==> src/inc/ibm_pkg.sv <==
// Package: constants and types for the bus-master command front end
package ibm_pkg;

	localparam int          IBM_WINDOW_BYTES  = 16;
	localparam logic [3:0]  IBM_OFS_PRI_CMD   = 4'h0;
	localparam logic [3:0]  IBM_OFS_SEC_CMD   = 4'h8;
	localparam logic [7:0]  IBM_CMD_RESET     = 8'h00;
	localparam int          IBM_BIT_GO        = 0;
	localparam int          IBM_BIT_DIR       = 3;
	localparam logic [7:0]  IBM_CMD_WMASK     = 8'h09;

	// Recommended drive timing (clocks) per mode
	localparam logic [2:0]  IBM_ISP_PIO0      = 3'h5;
	localparam logic [2:0]  IBM_RCT_PIO0      = 3'h4;
	localparam logic [2:0]  IBM_ISP_PIO2      = 3'h4;
	localparam logic [2:0]  IBM_RCT_PIO2      = 3'h4;
	localparam logic [2:0]  IBM_ISP_PIO3      = 3'h3;
	localparam logic [2:0]  IBM_RCT_PIO3      = 3'h3;
	localparam logic [2:0]  IBM_ISP_PIO4      = 3'h3;
	localparam logic [2:0]  IBM_RCT_PIO4      = 3'h1;

	typedef enum logic [1:0] {
		IBM_MODE_PIO0,
		IBM_MODE_PIO2,
		IBM_MODE_PIO3,
		IBM_MODE_PIO4
	} ibm_mode_t;

	typedef struct packed {
		logic [2:0] ready_sample_point;
		logic [2:0] recovery_clocks;
	} ibm_timing_t;

	typedef enum {
		IBM_IDLE,
		IBM_ACTIVE,
		IBM_DONE
	} ibm_state_t;

	typedef struct packed {
		logic       go;
		logic       dir;
		logic       active;
		logic       abort;
	} ibm_chan_t;

endpackage : ibm_pkg

==> src/rtl/ibm_command.sv <==
// Top: bus-master I/O window decode, two channels and drive timing select
`timescale 1ns/10ps
module ibm_command
	import ibm_pkg::*;
#(
	parameter int ABITS = 16
)(
	input  wire logic             CLOCK,
	input  wire logic             SRST,
	input  wire logic [ABITS-1:0] BASE_ADDR,
	input  wire logic             IO_SEL,
	input  wire logic             IO_WR,
	input  wire logic [ABITS-1:0] IO_ADDR,
	input  wire logic [3:0]       IO_BE,
	input  wire logic [31:0]      IO_WDATA,
	input  wire logic [1:0]       EOT_DONE,
	input  wire logic [1:0]       SYNC_DMA,
	input  wire logic [1:0]       DRIVE_IRQ,
	input  wire logic [1:0]       DMA_CYCLE,
	input  wire logic [1:0]       DMA_ONLY_TIMING_ENABLE,
	input  wire ibm_mode_t        FAST_MODE_0,
	input  wire ibm_mode_t        FAST_MODE_1,
	output logic      [31:0]      IO_RDATA,
	output logic                  IO_HIT,
	output logic      [1:0]       GO,
	output logic      [1:0]       DIRECTION,
	output logic      [1:0]       ACTIVE,
	output logic      [1:0]       ABORT,
	output logic      [1:0]       IRQ_STATUS,
	output ibm_timing_t           TIMING_0,
	output ibm_timing_t           TIMING_1
);

	logic        hit;
	logic [3:0]  ofs;
	logic [7:0]  cmd_rd     [2];
	ibm_chan_t   chan       [2];
	logic [1:0]  irq_st;
	logic [31:0] word_ch    [2];
	logic [31:0] word_sel;
	logic [31:0] lane_mask;
	logic [31:0] rdata_r,   rdata_nxt;
	logic        hit_r,     hit_nxt;
	// Port copies of the channel controls
	logic [1:0]  go_r,      go_nxt;
	logic [1:0]  dir_r,     dir_nxt;
	logic [1:0]  act_r,     act_nxt;
	logic [1:0]  abort_r,   abort_nxt;
	logic [1:0]  irq_q_r,   irq_q_nxt;
	ibm_timing_t tim_r [2], tim_nxt [2];

	// window decode
	// Base bits below 4 are ignored, so the window is always 16-byte aligned
	assign hit = IO_SEL && (IO_ADDR[ABITS-1:4] == BASE_ADDR[ABITS-1:4]);
	// Dword granularity: byte lanes pick the bytes inside the word
	assign ofs = {IO_ADDR[3:2], 2'b00};

	function automatic ibm_timing_t mode_tim(input ibm_mode_t m);
		ibm_timing_t t;
		case (m)
			IBM_MODE_PIO0: t = '{IBM_ISP_PIO0, IBM_RCT_PIO0};
			IBM_MODE_PIO2: t = '{IBM_ISP_PIO2, IBM_RCT_PIO2};
			IBM_MODE_PIO3: t = '{IBM_ISP_PIO3, IBM_RCT_PIO3};
			IBM_MODE_PIO4: t = '{IBM_ISP_PIO4, IBM_RCT_PIO4};
			default:       t = '{IBM_ISP_PIO0, IBM_RCT_PIO0};
		endcase
		return t;
	endfunction : mode_tim

	// Per-channel decode, command register and drive timing
	genvar g;
	generate
		for (g = 0; g < 2; g++) begin : g_ch
			logic       wr;
			logic       clr;
			logic [3:0] base;
			logic [7:0] stat_byte;
			assign base = g ? IBM_OFS_SEC_CMD : IBM_OFS_PRI_CMD;
			assign wr  = hit && IO_WR && (ofs == base) && IO_BE[0];
			// Writing one to status bit 2 clears the interrupt flag
			assign clr = hit && IO_WR && (ofs == base) && IO_BE[2]
			             && IO_WDATA[18];

			ibm_channel u_ch (
				.clk        (CLOCK),
				.srst       (SRST),
				.wr_en      (wr),
				.wr_data    (IO_WDATA[7:0] & IBM_CMD_WMASK),
				.eot_done   (EOT_DONE[g]),
				.sync_dma   (SYNC_DMA[g]),
				.drive_irq  (DRIVE_IRQ[g]),
				.irq_clear  (clr),
				.cmd_rd     (cmd_rd[g]),
				.chan       (chan[g]),
				.irq_status (irq_st[g])
			);

			// Status byte rides in lane 2: bit 2 interrupt, bit 0 active
			assign stat_byte  = {5'h00, irq_st[g], 1'b0, chan[g].active};
			assign word_ch[g] = {8'h00, stat_byte, 8'h00, cmd_rd[g]};

			always_comb begin
				// fast timing DMA only
				// PIO cycles fall back to compatible timing
				if (DMA_ONLY_TIMING_ENABLE[g] && !DMA_CYCLE[g])
					tim_nxt[g] = mode_tim(IBM_MODE_PIO0);
				else
					tim_nxt[g] = mode_tim(g ? FAST_MODE_1 : FAST_MODE_0);
			end
		end
	endgenerate

	genvar b;
	generate
		for (b = 0; b < 4; b++) begin : g_lane
			// only enabled byte lanes carry data
			// Reads have no side effects, so disabled lanes just read zero
			assign lane_mask[8*b +: 8] = {8{IO_BE[b]}};
		end
	endgenerate

	// Read path: the answer is registered, one clock after the request
	always_comb begin
		hit_nxt   = hit && !IO_WR;
		rdata_nxt = 32'h0000_0000;
		word_sel  = 32'h0000_0000;
		// command words at 00h and 08h
		case (ofs)
			IBM_OFS_PRI_CMD: word_sel = word_ch[0];
			IBM_OFS_SEC_CMD: word_sel = word_ch[1];
			default:         word_sel = 32'h0000_0000;
		endcase
		if (hit && !IO_WR)
			rdata_nxt = word_sel & lane_mask;
	end

	always_ff @(posedge CLOCK) begin
		if (SRST) begin
			rdata_r <= 32'h0000_0000;
			hit_r   <= 1'b0;
		end else begin
			rdata_r <= rdata_nxt;
			hit_r   <= hit_nxt;
		end
	end

	// Channel controls pass one more stage so every port leaves a flop
	// Command bits and flags therefore appear two clocks after the write
	always_comb begin
		go_nxt    = {chan[1].go, chan[0].go};
		dir_nxt   = {chan[1].dir, chan[0].dir};
		act_nxt   = {chan[1].active, chan[0].active};
		abort_nxt = {chan[1].abort, chan[0].abort};
		irq_q_nxt = irq_st;
	end

	always_ff @(posedge CLOCK) begin
		if (SRST) begin
			go_r    <= 2'b00;
			dir_r   <= 2'b00;
			act_r   <= 2'b00;
			abort_r <= 2'b00;
			irq_q_r <= 2'b00;
		end else begin
			go_r    <= go_nxt;
			dir_r   <= dir_nxt;
			act_r   <= act_nxt;
			abort_r <= abort_nxt;
			irq_q_r <= irq_q_nxt;
		end
	end

	// compatible timing while reset is held, mode select from the first clock after
	// Timing follows the mode select one clock later
	always_ff @(posedge CLOCK) begin
		if (SRST) begin
			tim_r[0] <= '{IBM_ISP_PIO0, IBM_RCT_PIO0};
			tim_r[1] <= '{IBM_ISP_PIO0, IBM_RCT_PIO0};
		end else begin
			tim_r[0] <= tim_nxt[0];
			tim_r[1] <= tim_nxt[1];
		end
	end

	assign IO_RDATA   = rdata_r;
	assign IO_HIT     = hit_r;
	assign GO         = go_r;
	assign DIRECTION  = dir_r;
	assign ACTIVE     = act_r;
	assign ABORT      = abort_r;
	assign IRQ_STATUS = irq_q_r;
	assign TIMING_0   = tim_r[0];
	assign TIMING_1   = tim_r[1];

endmodule : ibm_command

==> src/rtl/ibm_channel.sv <==
// Per-channel command register and transfer control
`timescale 1ns/10ps
module ibm_channel
	import ibm_pkg::*;
(
	input  wire logic        clk,
	input  wire logic        srst,
	input  wire logic        wr_en,
	input  wire logic [7:0]  wr_data,
	input  wire logic        eot_done,
	input  wire logic        sync_dma,
	input  wire logic        drive_irq,
	input  wire logic        irq_clear,
	output logic      [7:0]  cmd_rd,
	output ibm_chan_t        chan,
	output logic             irq_status
);

	ibm_state_t  state_r,  state_nxt;
	logic        go_r,     go_nxt;
	logic        dir_r,    dir_nxt;
	logic        abort_r,  abort_nxt;
	logic        irq_r,    irq_nxt;
	logic        irq_d_r,  irq_d_nxt;

	always_comb begin
		state_nxt = state_r;
		go_nxt    = go_r;
		dir_nxt   = dir_r;
		abort_nxt = 1'b0;
		irq_d_nxt = drive_irq;
		irq_nxt   = irq_r;
		if (irq_clear)
			irq_nxt = 1'b0;
		if (drive_irq && !irq_d_r)
			irq_nxt = 1'b1;
		if (wr_en) begin
			if (!(sync_dma && state_r == IBM_ACTIVE))
				dir_nxt = wr_data[IBM_BIT_DIR];
			go_nxt = wr_data[IBM_BIT_GO];
		end
		case (state_r)
			IBM_IDLE: begin
				if (wr_en && wr_data[IBM_BIT_GO] && !go_r)
					state_nxt = IBM_ACTIVE;
			end
			IBM_ACTIVE: begin
				if (wr_en && !wr_data[IBM_BIT_GO]) begin
					state_nxt = IBM_IDLE;
					abort_nxt = !irq_r;
				end else if (eot_done)
					state_nxt = IBM_DONE;
			end
			IBM_DONE: begin
				if (wr_en && !wr_data[IBM_BIT_GO])
					state_nxt = IBM_IDLE;
			end
			default: state_nxt = IBM_IDLE;
		endcase
	end

	always_ff @(posedge clk) begin
		if (srst) begin
			state_r <= IBM_IDLE;
			go_r    <= IBM_CMD_RESET[IBM_BIT_GO];
			dir_r   <= IBM_CMD_RESET[IBM_BIT_DIR];
			abort_r <= 1'b0;
			irq_r   <= 1'b0;
			irq_d_r <= 1'b0;
		end else begin
			state_r <= state_nxt;
			go_r    <= go_nxt;
			dir_r   <= dir_nxt;
			abort_r <= abort_nxt;
			irq_r   <= irq_nxt;
			irq_d_r <= irq_d_nxt;
		end
	end

	assign cmd_rd      = {4'h0, dir_r, 2'b00, go_r};
	assign chan.go     = go_r && (state_r == IBM_ACTIVE);
	assign chan.dir    = dir_r;
	assign chan.active = (state_r == IBM_ACTIVE);
	assign chan.abort  = abort_r;
	assign irq_status  = irq_r;

endmodule : ibm_channel

==> config.mk <==
export PLATFORM = sky130hd
export DESIGN_NAME = ibm_command
export DESIGN_NICKNAME = d
export VERILOG_FILES = /design/src/inc/ibm_pkg.sv /design/src/rtl/ibm_command.sv /design/src/rtl/ibm_channel.sv
export SDC_FILE = /design/constraint.sdc
export NUM_CORES = 1
export LEC_CHECK = 0
export ABC_CLOCK_PERIOD_IN_PS = 2130
export BUFFER_PORTS_ARGS = -buffer_cell sky130_fd_sc_hd__buf_2
export CAP_MARGIN = 0
export CELL_PAD_IN_SITES_DETAIL_PLACEMENT = 0
export CELL_PAD_IN_SITES_GLOBAL_PLACEMENT = 1
export CORE_ASPECT_RATIO = 1.2
export CORE_UTILIZATION = 30
export CTS_CLUSTER_DIAMETER = 150
export DETAILED_ROUTE_END_ITERATION = 6
export GPL_ROUTABILITY_DRIVEN = 0
export PLACE_DENSITY_LB_ADDON = 0.05
export SLEW_MARGIN = 10
export SYNTH_ARGS = -nofsm -noshare
export SYNTH_HDL_FRONTEND = slang
export SYNTH_HIERARCHICAL = 1
export SYNTH_SLANG_ARGS = --single-unit
==> constraint.sdc <==
create_clock -name CLOCK -period 2.13 [get_ports CLOCK]
set_input_delay 0.1065 -clock CLOCK [delete_from_list [all_inputs] [get_ports CLOCK]]
set_output_delay 0.1065 -clock CLOCK [all_outputs]
set_load 0.1 [all_outputs]
* After elaboration in Yosys (flattened, before gate mapping)
Memory sizes are Yosys's and may differ from the RTL's. Cells that the tools add are included.
Operators by class: reduce and logical (&&, ||, !) cells 49, bitwise logic cells 10, eq/ne operators 20, multiplexer cells 24
Operators with widths (count):
- $mux W32 | 8
- $pmux W32 S3 | 2
- $eq A32 B2 Y1 const B | 4
- $eq A32 B1 Y1 const B | 2
- $logic_not A32 Y1 | 2
- $pmux W6 S4 | 2
- $pmux W19 S2 | 1
- $and A32 B32 Y32 | 1
- $logic_and A1 B1 Y1 | 25
- $mux W6 | 4
- $eq A12 B12 Y1 | 1
- $eq A2 B2 Y1 const B | 5
- $logic_not A1 Y1 | 10
- $ne A2 B1 Y1 const B | 4
- $mux W1 | 7
- $not A1 Y1 | 7
- $ne A3 B2 Y1 const B | 2
- $reduce_and A3 Y1 | 2
- $reduce_or A3 Y1 | 2
- $eq A2 B1 Y1 const B | 2
- $logic_not A2 Y1 | 2
- $logic_not A4 Y1 | 1
- $reduce_and A2 Y1 | 2
- $reduce_bool A2 Y1 | 2
- 2 further kinds | 3
Word-level totals: bits of input ports 86, word-level logic and storage cells 123, output and inout bits 55, memories 1, memory bits (writable) 12, register bits 117
Memory list:
- tim_r | words 2, bits a word 6, read ports 2, clocked after memory_dff 0, wr ports 2, line ibm_command.sv:50 | ibm_timing_t tim_r [2], tim_nxt [2];

* Logic depth before layout (Yosys ltp)
Gate-level depths: netlist of run 1.
depth after elaboration 9, mapped depth 8, depth with buffers taken out 7

* By module
The synthesis of run 1 kept the hierarchy.
Modules (own cells, without submodules):
- ibm_command | cells each 135, area each 1311.3 um2, instances 1, seq. area each 580.6 um2
- ibm_channel | cells each 40, area each 367.9 um2, instances 2, seq. area each 140.1 um2

* Worst setup path before layout of run 1
No wires, ideal clock.
path kind input -> register, start input port BASE_ADDR[10], end register g_ch[1].u_ch.state_r[0], setup time 0.092 ns, path buffers 1, required time 2.038 ns, cell stages on the path 8, path slack 0.643 ns, data arrival time 1.395 ns, cells stage by stage xor2_1 -> nor4_4 -> nand4_2 -> buf_6 -> nor2_1 -> nor3b_1 -> a21oi_1 -> nor4_1
Between the ends: word-level cells in the longest chain between the ends 9, elaborated cells between the ends (all ways) 14, classes of those cells eq/ne: 4; mux: 2; reduce/logical: 8
Ends and longest elaborated chain:
- from (decl) | line ibm_command.sv:10 | input wire logic [ABITS-1:0] BASE_ADDR,
- $eq A12 B12 Y1 * | line ibm_command.sv:54 | assign hit = IO_SEL && (IO_ADDR[ABITS-1:4] == BASE_ADDR[ABITS-1:4]);
- $logic_and A1 B1 Y1 * | line ibm_command.sv:54
- $logic_and A1 B1 Y1 * (3 in series) | line ibm_command.sv:79 | assign wr = hit && IO_WR && (ofs == base) && IO_BE[0];
- net g_ch[1].wr | line ibm_command.sv:74 | logic wr;
- $logic_and A1 B1 Y1 (2 in series) | line ibm_channel.sv:44 | if (wr_en && wr_data[IBM_BIT_GO] && !go_r)
- $ne A2 B1 Y1 (no source line)
- $reduce_and A3 Y1 (no source line)
- to (signal assigned) | line ibm_channel.sv:71 | state_r <= state_nxt;
- to (decl) | line ibm_channel.sv:19 | ibm_state_t state_r, state_nxt;
Mark *: on every way through the listed nets, which the timed path passes. The rest lies on a longest branch. A chain may end at the register's enable or synchronous reset.

* Worst setup path in the final report of run 1
start input port BASE_ADDR[10], end register g_ch[1].u_ch.abort_r
Between the ends: word-level cells in the longest chain between the ends 8
Ends and longest elaborated chain:
- $eq A12 B12 Y1 | line ibm_command.sv:54
- $logic_and A1 B1 Y1 | line ibm_command.sv:54
- $logic_and A1 B1 Y1 (3 in series) | line ibm_command.sv:79
- net g_ch[1].wr | line ibm_command.sv:74
- $logic_and A1 B1 Y1 | line ibm_channel.sv:48 | if (wr_en && !wr_data[IBM_BIT_GO]) begin
- $not A1 Y1 (no source line)
- $reduce_or A3 Y1 (no source line)
- to (signal assigned) | line ibm_channel.sv:74 | abort_r <= abort_nxt;
- to (decl) | line ibm_channel.sv:22 | logic abort_r, abort_nxt;
The timed path passes the listed nets, and every way through them passes these cells.

==> results of run 1 <==
-- cells in the final DEF, fill, tap and decap left out, types with 6 or more instances in the layout --
cell type,Yosys,routed
nand2b_1,9,9
conb_1,3,34
nor2_1,10,10
clkbuf_8,0,6
nor2b_1,14,14
buf_2,0,81
nor4_1,6,6
inv_1,6,6
nor3_1,14,14
xor2_1,10,10
mux2i_1,14,14
a21oi_1,8,8
dfxtp_1,43,43
-- metrics by stage --
stage	worst slack (ps)	instance area (um^2)	power (W)	utilization [%]
2_1_floorplan	643.1	2163	0.001224	-
6_report	666.9	2452	0.001883	37.58
3_5_place_dp	310.6	2315	0.001249	35.47
4_1_cts	617.9	2452	0.001911	37.58
3_3_place_gp	324.1	2315	0.001248	35.47
5_1_grt	449.1	2452	0.001979	37.58
-- final timing paths --
kind | endpoint | depth (start not counted)
setup reg to reg | IO_RDATA[16] | 3
hold / removal | tim_r[0][9] | 2
setup / recovery | g_ch[1].u_ch/abort_r | 8
hold reg to reg | ABORT[0] | 1
-- sequential cells by signal, indices dropped and copies added, names as in the netlist, 2 cells and up --
register	count
IO_RDATA	10
tim_r	8
g_ch.u_ch/state_r	4
ABORT	2
ACTIVE	2
DIRECTION	2
GO	2
IRQ_STATUS	2
g_ch.u_ch/abort_r	2
g_ch.u_ch/dir_r	2
g_ch.u_ch/go_r	2
g_ch.u_ch/irq_d_r	2
g_ch.u_ch/irq_status	2
-- worst reg2reg max path, stage by stage, from the launching register on --
cell	delay (ps)
dfxtp_1	380
nor2b_4	230
mux2i_1	90
nor4_1	260
-- where the power goes --
group | internal (W) | switching [W] | leakage [nW]
Combinational | 0.0000759 | 0.000333 | 0.779
Sequential | 0.000817 | 0.00000578 | 0.349
Clock | 0.000379 | 0.000272 | 0.0612
Total | 0.00127 | 0.000611 | 1.19
-- what timing repair did --
| item | in CTS | in global routing |
|---|---|---|
| setup endpoints to repair | 0 | 0 |
| hold buffers | 2 | 0 |
| endpoints found under the hold margin | 2 | 0 |
-- cell type report --
cell class,instances,area share (%)
repair buffers,85,17.96
multi-input cells,146,36.89
clock inverters,2,1.429
well taps,85,4.337
inverters,6,0.9184
clock buffers,6,3.367
flip-flops and latches,43,35.10
-- logic make-up after synthesis --
kind of cell	after synthesis	synth area share (%)
simple gates	76	22.92
buf+inv	57	19.44
flops	43	42.05
mux	14	6.846
xor+xnor	12	5.134
compound gates	10	3.056
other cells	3	0.5501
-- layer usage --
layer	wire, um	part of all wire (%)
met1	1679	43
met2	1936	50
met3	202	5.2
met4	82	2.1
met5	0	0
==> flow_summary.json, run 1 <==
{
  "grt_use_met2_pct": 20.06,
  "yosys.area.top_type": "dfxtp_1",
  "hp-class": "in -> reg",
  "synth_area_leaders": "dfxtp_1 (42%), buf_4 (17%), mux2i_1 (6.8%)",
  "grt_pass1_vias": 1432,
  "clk_path_buf_depth": 2,
  "core.rowCount": 32,
  "fmax_mhz": 683.5,
  "worstPathRequired_ps": 2340,
  "crit_path_end_kind": "flop",
  "rrSetupSlack_ps": 1050,
  "synth_cell_type_count": 29,
  "io_buffers": 81,
  "rsz0062_at_grt": "false",
  "hold_viol": 0,
  "worstPathArrival_ps": 1670,
  "ys_warn_count": 6,
  "clk_pin_slew_ps": 80,
  "synth_flop_cell": "dfxtp_1",
  "cts_root_buf": "clkbuf_8",
  "syn_area_um2": 2047,
  "cts_made_buffers": 5,
  "setup_tns_ps": 0,
  "path_max_fanout": 4,
  "multiInputGateArea_um2": 904.6,
  "crit_buf_inv": 1,
  "drtPass1Iterations": 5,
  "clkSinkCount": 43,
  "path_delay_family": "simple AND/OR/NAND/NOR gates",
  "nFillCells": 705,
  "status": "complete, no violations",
  "grt.busiest_layer": "met2",
  "ant_nets": 0,
  "finalSetupViolCount": 0,
  "nets": 373,
  "seq_area_um2": 860.8,
  "dieArea_um2": 7159,
  "start_util_pct": 31.37,
  "hpwl_mm": 3.002,
  "holdWs_ps": 14.91,
  "powerDensity_nw_per_um2": 767.7,
  "r2r-start": "g_ch[0].u_ch/state_r[0]",
  "synth_edf_count": 0,
  "antenna_found_initial": 0,
  "final_cells": 373,
  "cts_tree": "built",
  "diodes": 0,
  "grt-ovfl-total": 0,
  "gr-usage-met3_pct": 3.744,
  "syn_area_per_cell_um2": 9.521,
  "async_flop_share_pct": 0,
  "maxCapViolCount": 0,
  "htreeDepth": 2,
  "die-width_um": 77.41,
  "synth_top_cell_area_share_pct": 42.05,
  "drive_gt1_share_pct": 35.07,
  "post-cts-setup-buffers": 0,
  "path_cells": "buf_2 -> xor2_1 -> nor4_4 -> nand4_2 -> nor2_1 -> nor2b_1 -> nand2_1 -> nor3_1",
  "cp_slowest_cell": "nor4_4",
  "dp.cells": 363,
  "area_delta_synth_final_pct": 19.80,
  "vias_per_cell": 3.882,
  "cp-startpoint": "BASE_ADDR[10]",
  "min_from": "FAST_MODE_1[1]",
  "routed_wl_mm": 3.901,
  "finalMaxSlewViolations": 0,
  "drc": 0,
  "min_period_ps": 1463,
  "drt_iter0_drc": 41,
  "boundaryPins": 141,
  "setup.worst_path.class": "in -> reg",
  "wire_per_inst_um": 10.46,
  "synth_seq_area_share_pct": 42.05,
  "synthMostInstantiatedCell": "buf_4",
  "cp_slowest_stage_delay_ps": 330,
  "irDropWorstVdd_v": 0.0002868,
  "grt.met1_usage_pct": 12.94,
  "die_h_um": 92.49,
  "period_share_pct": 68.69,
  "grt_pass1_wl_mm": 6.492,
  "core-area_um2": 6526,
  "start_kind": "primary input",
  "leakagePower_nw": 1.189,
  "vias": 1448,
  "final.setup_skew_ps": 6.764,
  "clock_latency_ps": 290,
  "synth_common_cells": "buf_4 (47), dfxtp_1 (43), mux2i_1 (14), nor2b_1 (14), nor3_1 (14)",
  "syn_inst": 215,
  "ys_seq_elements": 43,
  "grt.total_usage_pct": 11.75,
  "cts_resized": 0,
  "grt_max_degree": 27
}
Note: power is estimated with default switching activity, not from simulation.
==> inputs of run 2 (changes only) <==
Settings changed: ABC_CLOCK_PERIOD_IN_PS 2130 to 1350, CORE_UTILIZATION 30 to 29.
Clock period 2.13 ns to 1.35 ns, I/O delays scaled along.
==> run 2 against run 1 <==
Net effect:
- first-iteration DRC count fell by 27%
- register-to-register slack lost 700 ps
- sequential share of layout area is 1.3 points lower
- wire length down 0.18%
- final cell count is 3.5% higher
- highest routed layer unchanged
==> flow_summary.json, run 2 (same netlist as run 1, synthesis figures left out) <==
{
  "worstPathRequired_ps": 1550,
  "boundaryPins": 141,
  "antenna_found_initial": 0,
  "final.setup_skew_ps": 5.329,
  "rsz0062_at_grt": "true",
  "clock_latency_ps": 290,
  "wire_per_inst_um": 10.09,
  "r2r-start": "g_ch[0].u_ch/state_r[0]",
  "diodes": 0,
  "finalSetupViolCount": 0,
  "cp_slowest_stage_delay_ps": 360,
  "die_h_um": 94.04,
  "min_period_ps": 1217,
  "area_delta_synth_final_pct": 25.24,
  "largest_register_ff_count": 10,
  "hpwl_mm": 3.044,
  "clk_pin_slew_ps": 80,
  "grt_pass1_vias": 1375,
  "leakagePower_nw": 1.233,
  "clk_path_buf_depth": 2,
  "nets": 384,
  "hold_viol": 0,
  "die-width_um": 78.70,
  "drc": 0,
  "period_share_pct": 90.14,
  "vias": 1513,
  "crit_path_end_kind": "flop",
  "power_w": 0.002754,
  "setup.worst_path.class": "in -> reg",
  "routed_wl_mm": 3.894,
  "hp-class": "in -> reg",
  "cts_tree": "built",
  "drive_gt1_share_pct": 39.80,
  "core.rowCount": 33,
  "ant_nets": 0,
  "layout_commonest_cell": "buf_2",
  "path_delay_family": "simple AND/OR/NAND/NOR gates",
  "status": "complete, no violations",
  "irDropWorstVdd_v": 0.0004478,
  "path_cells": "buf_2 -> xor2_1 -> nor4_4 -> nand4_4 -> nor2_4 -> nor3b_2 -> a21oi_1 -> nor4_1",
  "drt_iter0_drc": 30,
  "core-area_um2": 6813,
  "path_max_fanout": 4,
  "start_kind": "primary input",
  "io_buffers": 81,
  "powerDensity_nw_per_um2": 1074,
  "min_from": "DRIVE_IRQ[0]",
  "htreeDepth": 2,
  "start_util_pct": 30.05,
  "clkSinkCount": 43,
  "final_cell_mix": "buf_2 (81), dfxtp_1 (39), conb_1 (34)",
  "final_util_pct": 37.63,
  "worstPathArrival_ps": 1420,
  "grt.total_usage_pct": 10.97,
  "maxCapViolCount": 0,
  "vias_per_cell": 3.920,
  "grt_pass1_wl_mm": 6.196,
  "grt-ovfl-total": 0,
  "dieArea_um2": 7400,
  "cts_root_buf": "clkbuf_8",
  "fmax_mhz": 821.7,
  "finalMaxSlewViolations": 0,
  "cp-startpoint": "BASE_ADDR[4]",
  "grt_max_degree": 20,
  "drtPass1Iterations": 4,
  "cp_slowest_cell": "nor4_4",
  "cts_made_buffers": 5,
  "crit_buf_inv": 1
}
-- run 2: changes by cell type in the layout (fill, tap and decap cells not counted), sizes merged --
| cell | change |
|---|---|
| buf | +9 |
| dlygate4sd3 | +2 |
| bufinv | -1 |
| clkinvlp | +1 |
-- run 2: metrics by stage --
| stage | setup WS [ps] | hold WS, ps | cell area, um^2 | TNS [ps] | std cells |
|---|---|---|---|---|---|
| floorplan | -35.34 | 136.6 | 2203 | -42.11 | 246 |
| global placement | -242.6 | 247.2 | 2410 | -2261 | 372 |
| detailed placement | -272.9 | 247.2 | 2410 | -2447 | 372 |
| CTS | 20.50 | 0.4119 | 2535 | 0 | 384 |
| global route | -13.11 | 21.12 | 2564 | -13.11 | 386 |
| finish | 133.1 | 7.486 | 2564 | 0 | 386 |
-- run 2: path summary, 6_finish.rpt --
check | cells past startpoint | to | slack [ps]
worst max-delay path | 8 | g_ch[0].u_ch/state_r[0] | 130
worst min-delay path | 2 | g_ch[0].u_ch/irq_d_r | 7
worst max register to register | 3 | IO_RDATA[16] | 350
worst min register to register | 1 | ABORT[0] | 440
-- run 2: cell type report --
class,instances,area (um^2)
well taps,87,108.9
fillers,731,4249
flip-flops and latches,43,865.8
clock inverters,2,12.51
repair buffers,96,528.0
clock buffers,6,72.57
multi-input cells,146,953.4
inverters,6,22.52
-- run 2: what timing repair did --
item,4_1_cts,5_1_grt
gates resized for setup,0,2
buffers inserted,0,2
hold buffers,4,0
hold endpoints to repair,6,0
endpoints found under the setup margin,0,6
-- run 2: layer usage --
layer | vias up | global-route usage (%) | routed length, um
met1 | 667 | 11.80 | 1668
met2 | 53 | 19.78 | 1908
li1 | 788 | - | -
met5 | - | 0 | 0
met4 | 0 | 4.167 | 65
met3 | 5 | 3.495 | 251
-- run 2: where the power goes --
part           switching [W]  internal, W
registers         0.00000858      0.00129
clock network       0.000425     0.000362
logic               0.000535     0.000134
==> inputs of run 3 (changes only) <==
Settings changed: CELL_PAD_IN_SITES_DETAIL_PLACEMENT 0 to default, CELL_PAD_IN_SITES_GLOBAL_PLACEMENT 1 to default, CORE_UTILIZATION 29 to 30.
==> run 3 against run 2 <==
Net effect:
- non-clock buffer count is 2 higher
- power up 9.0%
- sequential cell count stayed put
- cell area is 2.5% higher
- setup slack got worse by 17 ps
- worst hold slack better by 5.4 ps
- clock-buffer cell count shrank 1
- register-to-register slack better by 20 ps
==> flow_summary.json, run 3 (same netlist as run 1, synthesis figures left out) <==
{
  "status": "complete, no violations",
  "worst_hold_path.num_cells": 3,
  "boundaryPins": 141,
  "grt_max_degree": 28,
  "r2r_end": "IO_RDATA[16]",
  "fin_area_um2": 2628,
  "nets": 386,
  "finalMaxSlewViolations": 0,
  "grt.busiest_layer": "met2",
  "final_cell_mix": "buf_2 (80), dfxtp_1 (39), conb_1 (34)",
  "drc": 0,
  "maxCapViolCount": 0,
  "hp-class": "in -> reg",
  "clock_latency_ps": 300,
  "rrSetupSlack_ps": 370,
  "powerDensity_nw_per_um2": 1142,
  "diodes": 0,
  "vias": 1509,
  "hold_viol": 0,
  "r2r-start": "g_ch[0].u_ch/state_r[0]",
  "routed_wl_mm": 3.928,
  "holdWs_ps": 12.90,
  "leakagePower_nw": 1.263,
  "period_share_pct": 91.41,
  "grt.met1_usage_pct": 12.70,
  "ant_nets": 0,
  "setup.worst_path.class": "in -> reg",
  "fmax_mhz": 810.3,
  "worstPathRequired_ps": 1570,
  "layout_commonest_cell": "buf_2",
  "finalSetupViolCount": 0,
  "final.setup_skew_ps": 9.785,
  "grt_pass1_vias": 1410,
  "crit_path_end_kind": "flop",
  "cts_tree": "built",
  "start_kind": "primary input",
  "hpwl_mm": 2.961,
  "core.rowCount": 32,
  "dieArea_um2": 7159,
  "cts_made_buffers": 5,
  "dpl_cell_area_um2": 2407,
  "worstRegToRegCells": 3,
  "grt.total_usage_pct": 11.42,
  "vias_per_cell": 3.909,
  "clk_pin_slew_ps": 90,
  "min_period_ps": 1234,
  "core-area_um2": 6526,
  "irDropWorstVdd_v": 0.0004168,
  "wire_per_inst_um": 10.18,
  "grt-ovfl-total": 0,
  "grt_pass1_wl_mm": 6.348,
  "path_max_fanout": 4,
  "drtPass1Iterations": 4,
  "drive_gt1_share_pct": 40.53,
  "largest_register_ff_count": 10,
  "die-width_um": 77.41,
  "clk_path_buf_depth": 2,
  "worstHoldEndpoint": "tim_r[0][9]",
  "setup_tns_ps": 0,
  "worstPathArrival_ps": 1450,
  "min_from": "DMA_ONLY_TIMING_ENABLE[1]",
  "start_util_pct": 31.37,
  "cts_root_buf": "clkbuf_8",
  "area_delta_synth_final_pct": 28.36,
  "grt_use_met2_pct": 19.91,
  "drt_iter0_drc": 48,
  "io_buffers": 81,
  "htreeDepth": 2,
  "gr-usage-met3_pct": 2.759,
  "die_h_um": 92.49,
  "antenna_found_initial": 0,
  "clkSinkCount": 43,
  "power_w": 0.003001
}
run 3: cell count changes in the layout (fill, tap and decap cells not counted):
cell           previous run  this run
dlygate4sd3_1             4         6
buf_2                    81        80
buf_6                     0         1
bufinv_16                 0         1
clkbuf_1                  1         0
clkinv_4                  0         1
clkinvlp_4                1         0
nor3_1                   14        13
nor3_2                    0         1
xor2_1                   10         9
xor2_2                    0         1
run 3: metal layers:
| layer | vias up | share of wire (%) |
|---|---|---|
| met1 | 656 | 45 |
| met2 | 60 | 48 |
| met4 | 0 | 1.3 |
| met5 | - | 0 |
| met3 | 4 | 6.3 |
| li1 | 789 | - |
run 3: stage by stage:
step	setup slack (ps)	instances	utilization (%)
2_1_floorplan	-35.34	246	-
3_3_place_gp	-267.7	370	36.89
3_5_place_dp	-317.2	370	36.89
4_1_cts	7.110	384	39.53
5_1_grt	-6.625	386	40.26
6_report	115.9	386	40.26
run 3: critical path: stages:
cell     delay [ps]
buf_6            90
xor2_2          180
nor4_4          350
nand4_4         190
nor2_4          190
nor3b_2         170
a21oi_1          50
nor4_1          150
run 3: report_power, final:
group          internal [W]  switching [W]
logic              0.000144       0.000539
clock network      0.000551       0.000468
registers           0.00129     0.00000894
total               0.00199        0.00102
run 3: repair_timing:
action	CTS	global route
hold buffers	6	0
setup buffers	0	2
endpoints found under the setup margin	0	7
hold endpoints to repair	10	0
resized for setup	0	5
run 3: final cells by class:
class	instances	area [um^2]
multi-input combinational	146	965.9
tap	85	106.4
fill	687	3899
timing repair buffer	98	554.3
inverter	6	22.52
clock inverter	3	43.79
clock buffer	5	68.82
sequential	43	865.8
run 3: worst max path at each step:
stage / start / end / slack (ps)
2_1_floorplan: BASE_ADDR[10] / g_ch[1].u_ch/state_r[0] / -40
3_3_place_gp: BASE_ADDR[10] / g_ch[1].u_ch/state_r[0] / -270
3_5_place_dp: BASE_ADDR[6] / g_ch[1].u_ch/state_r[0] / -320
4_1_cts: BASE_ADDR[6] / g_ch[1].u_ch/state_r[0] / 7
5_1_grt: BASE_ADDR[4] / g_ch[1].u_ch/state_r[0] / -7
6_report: BASE_ADDR[4] / g_ch[0].u_ch/state_r[0] / 120
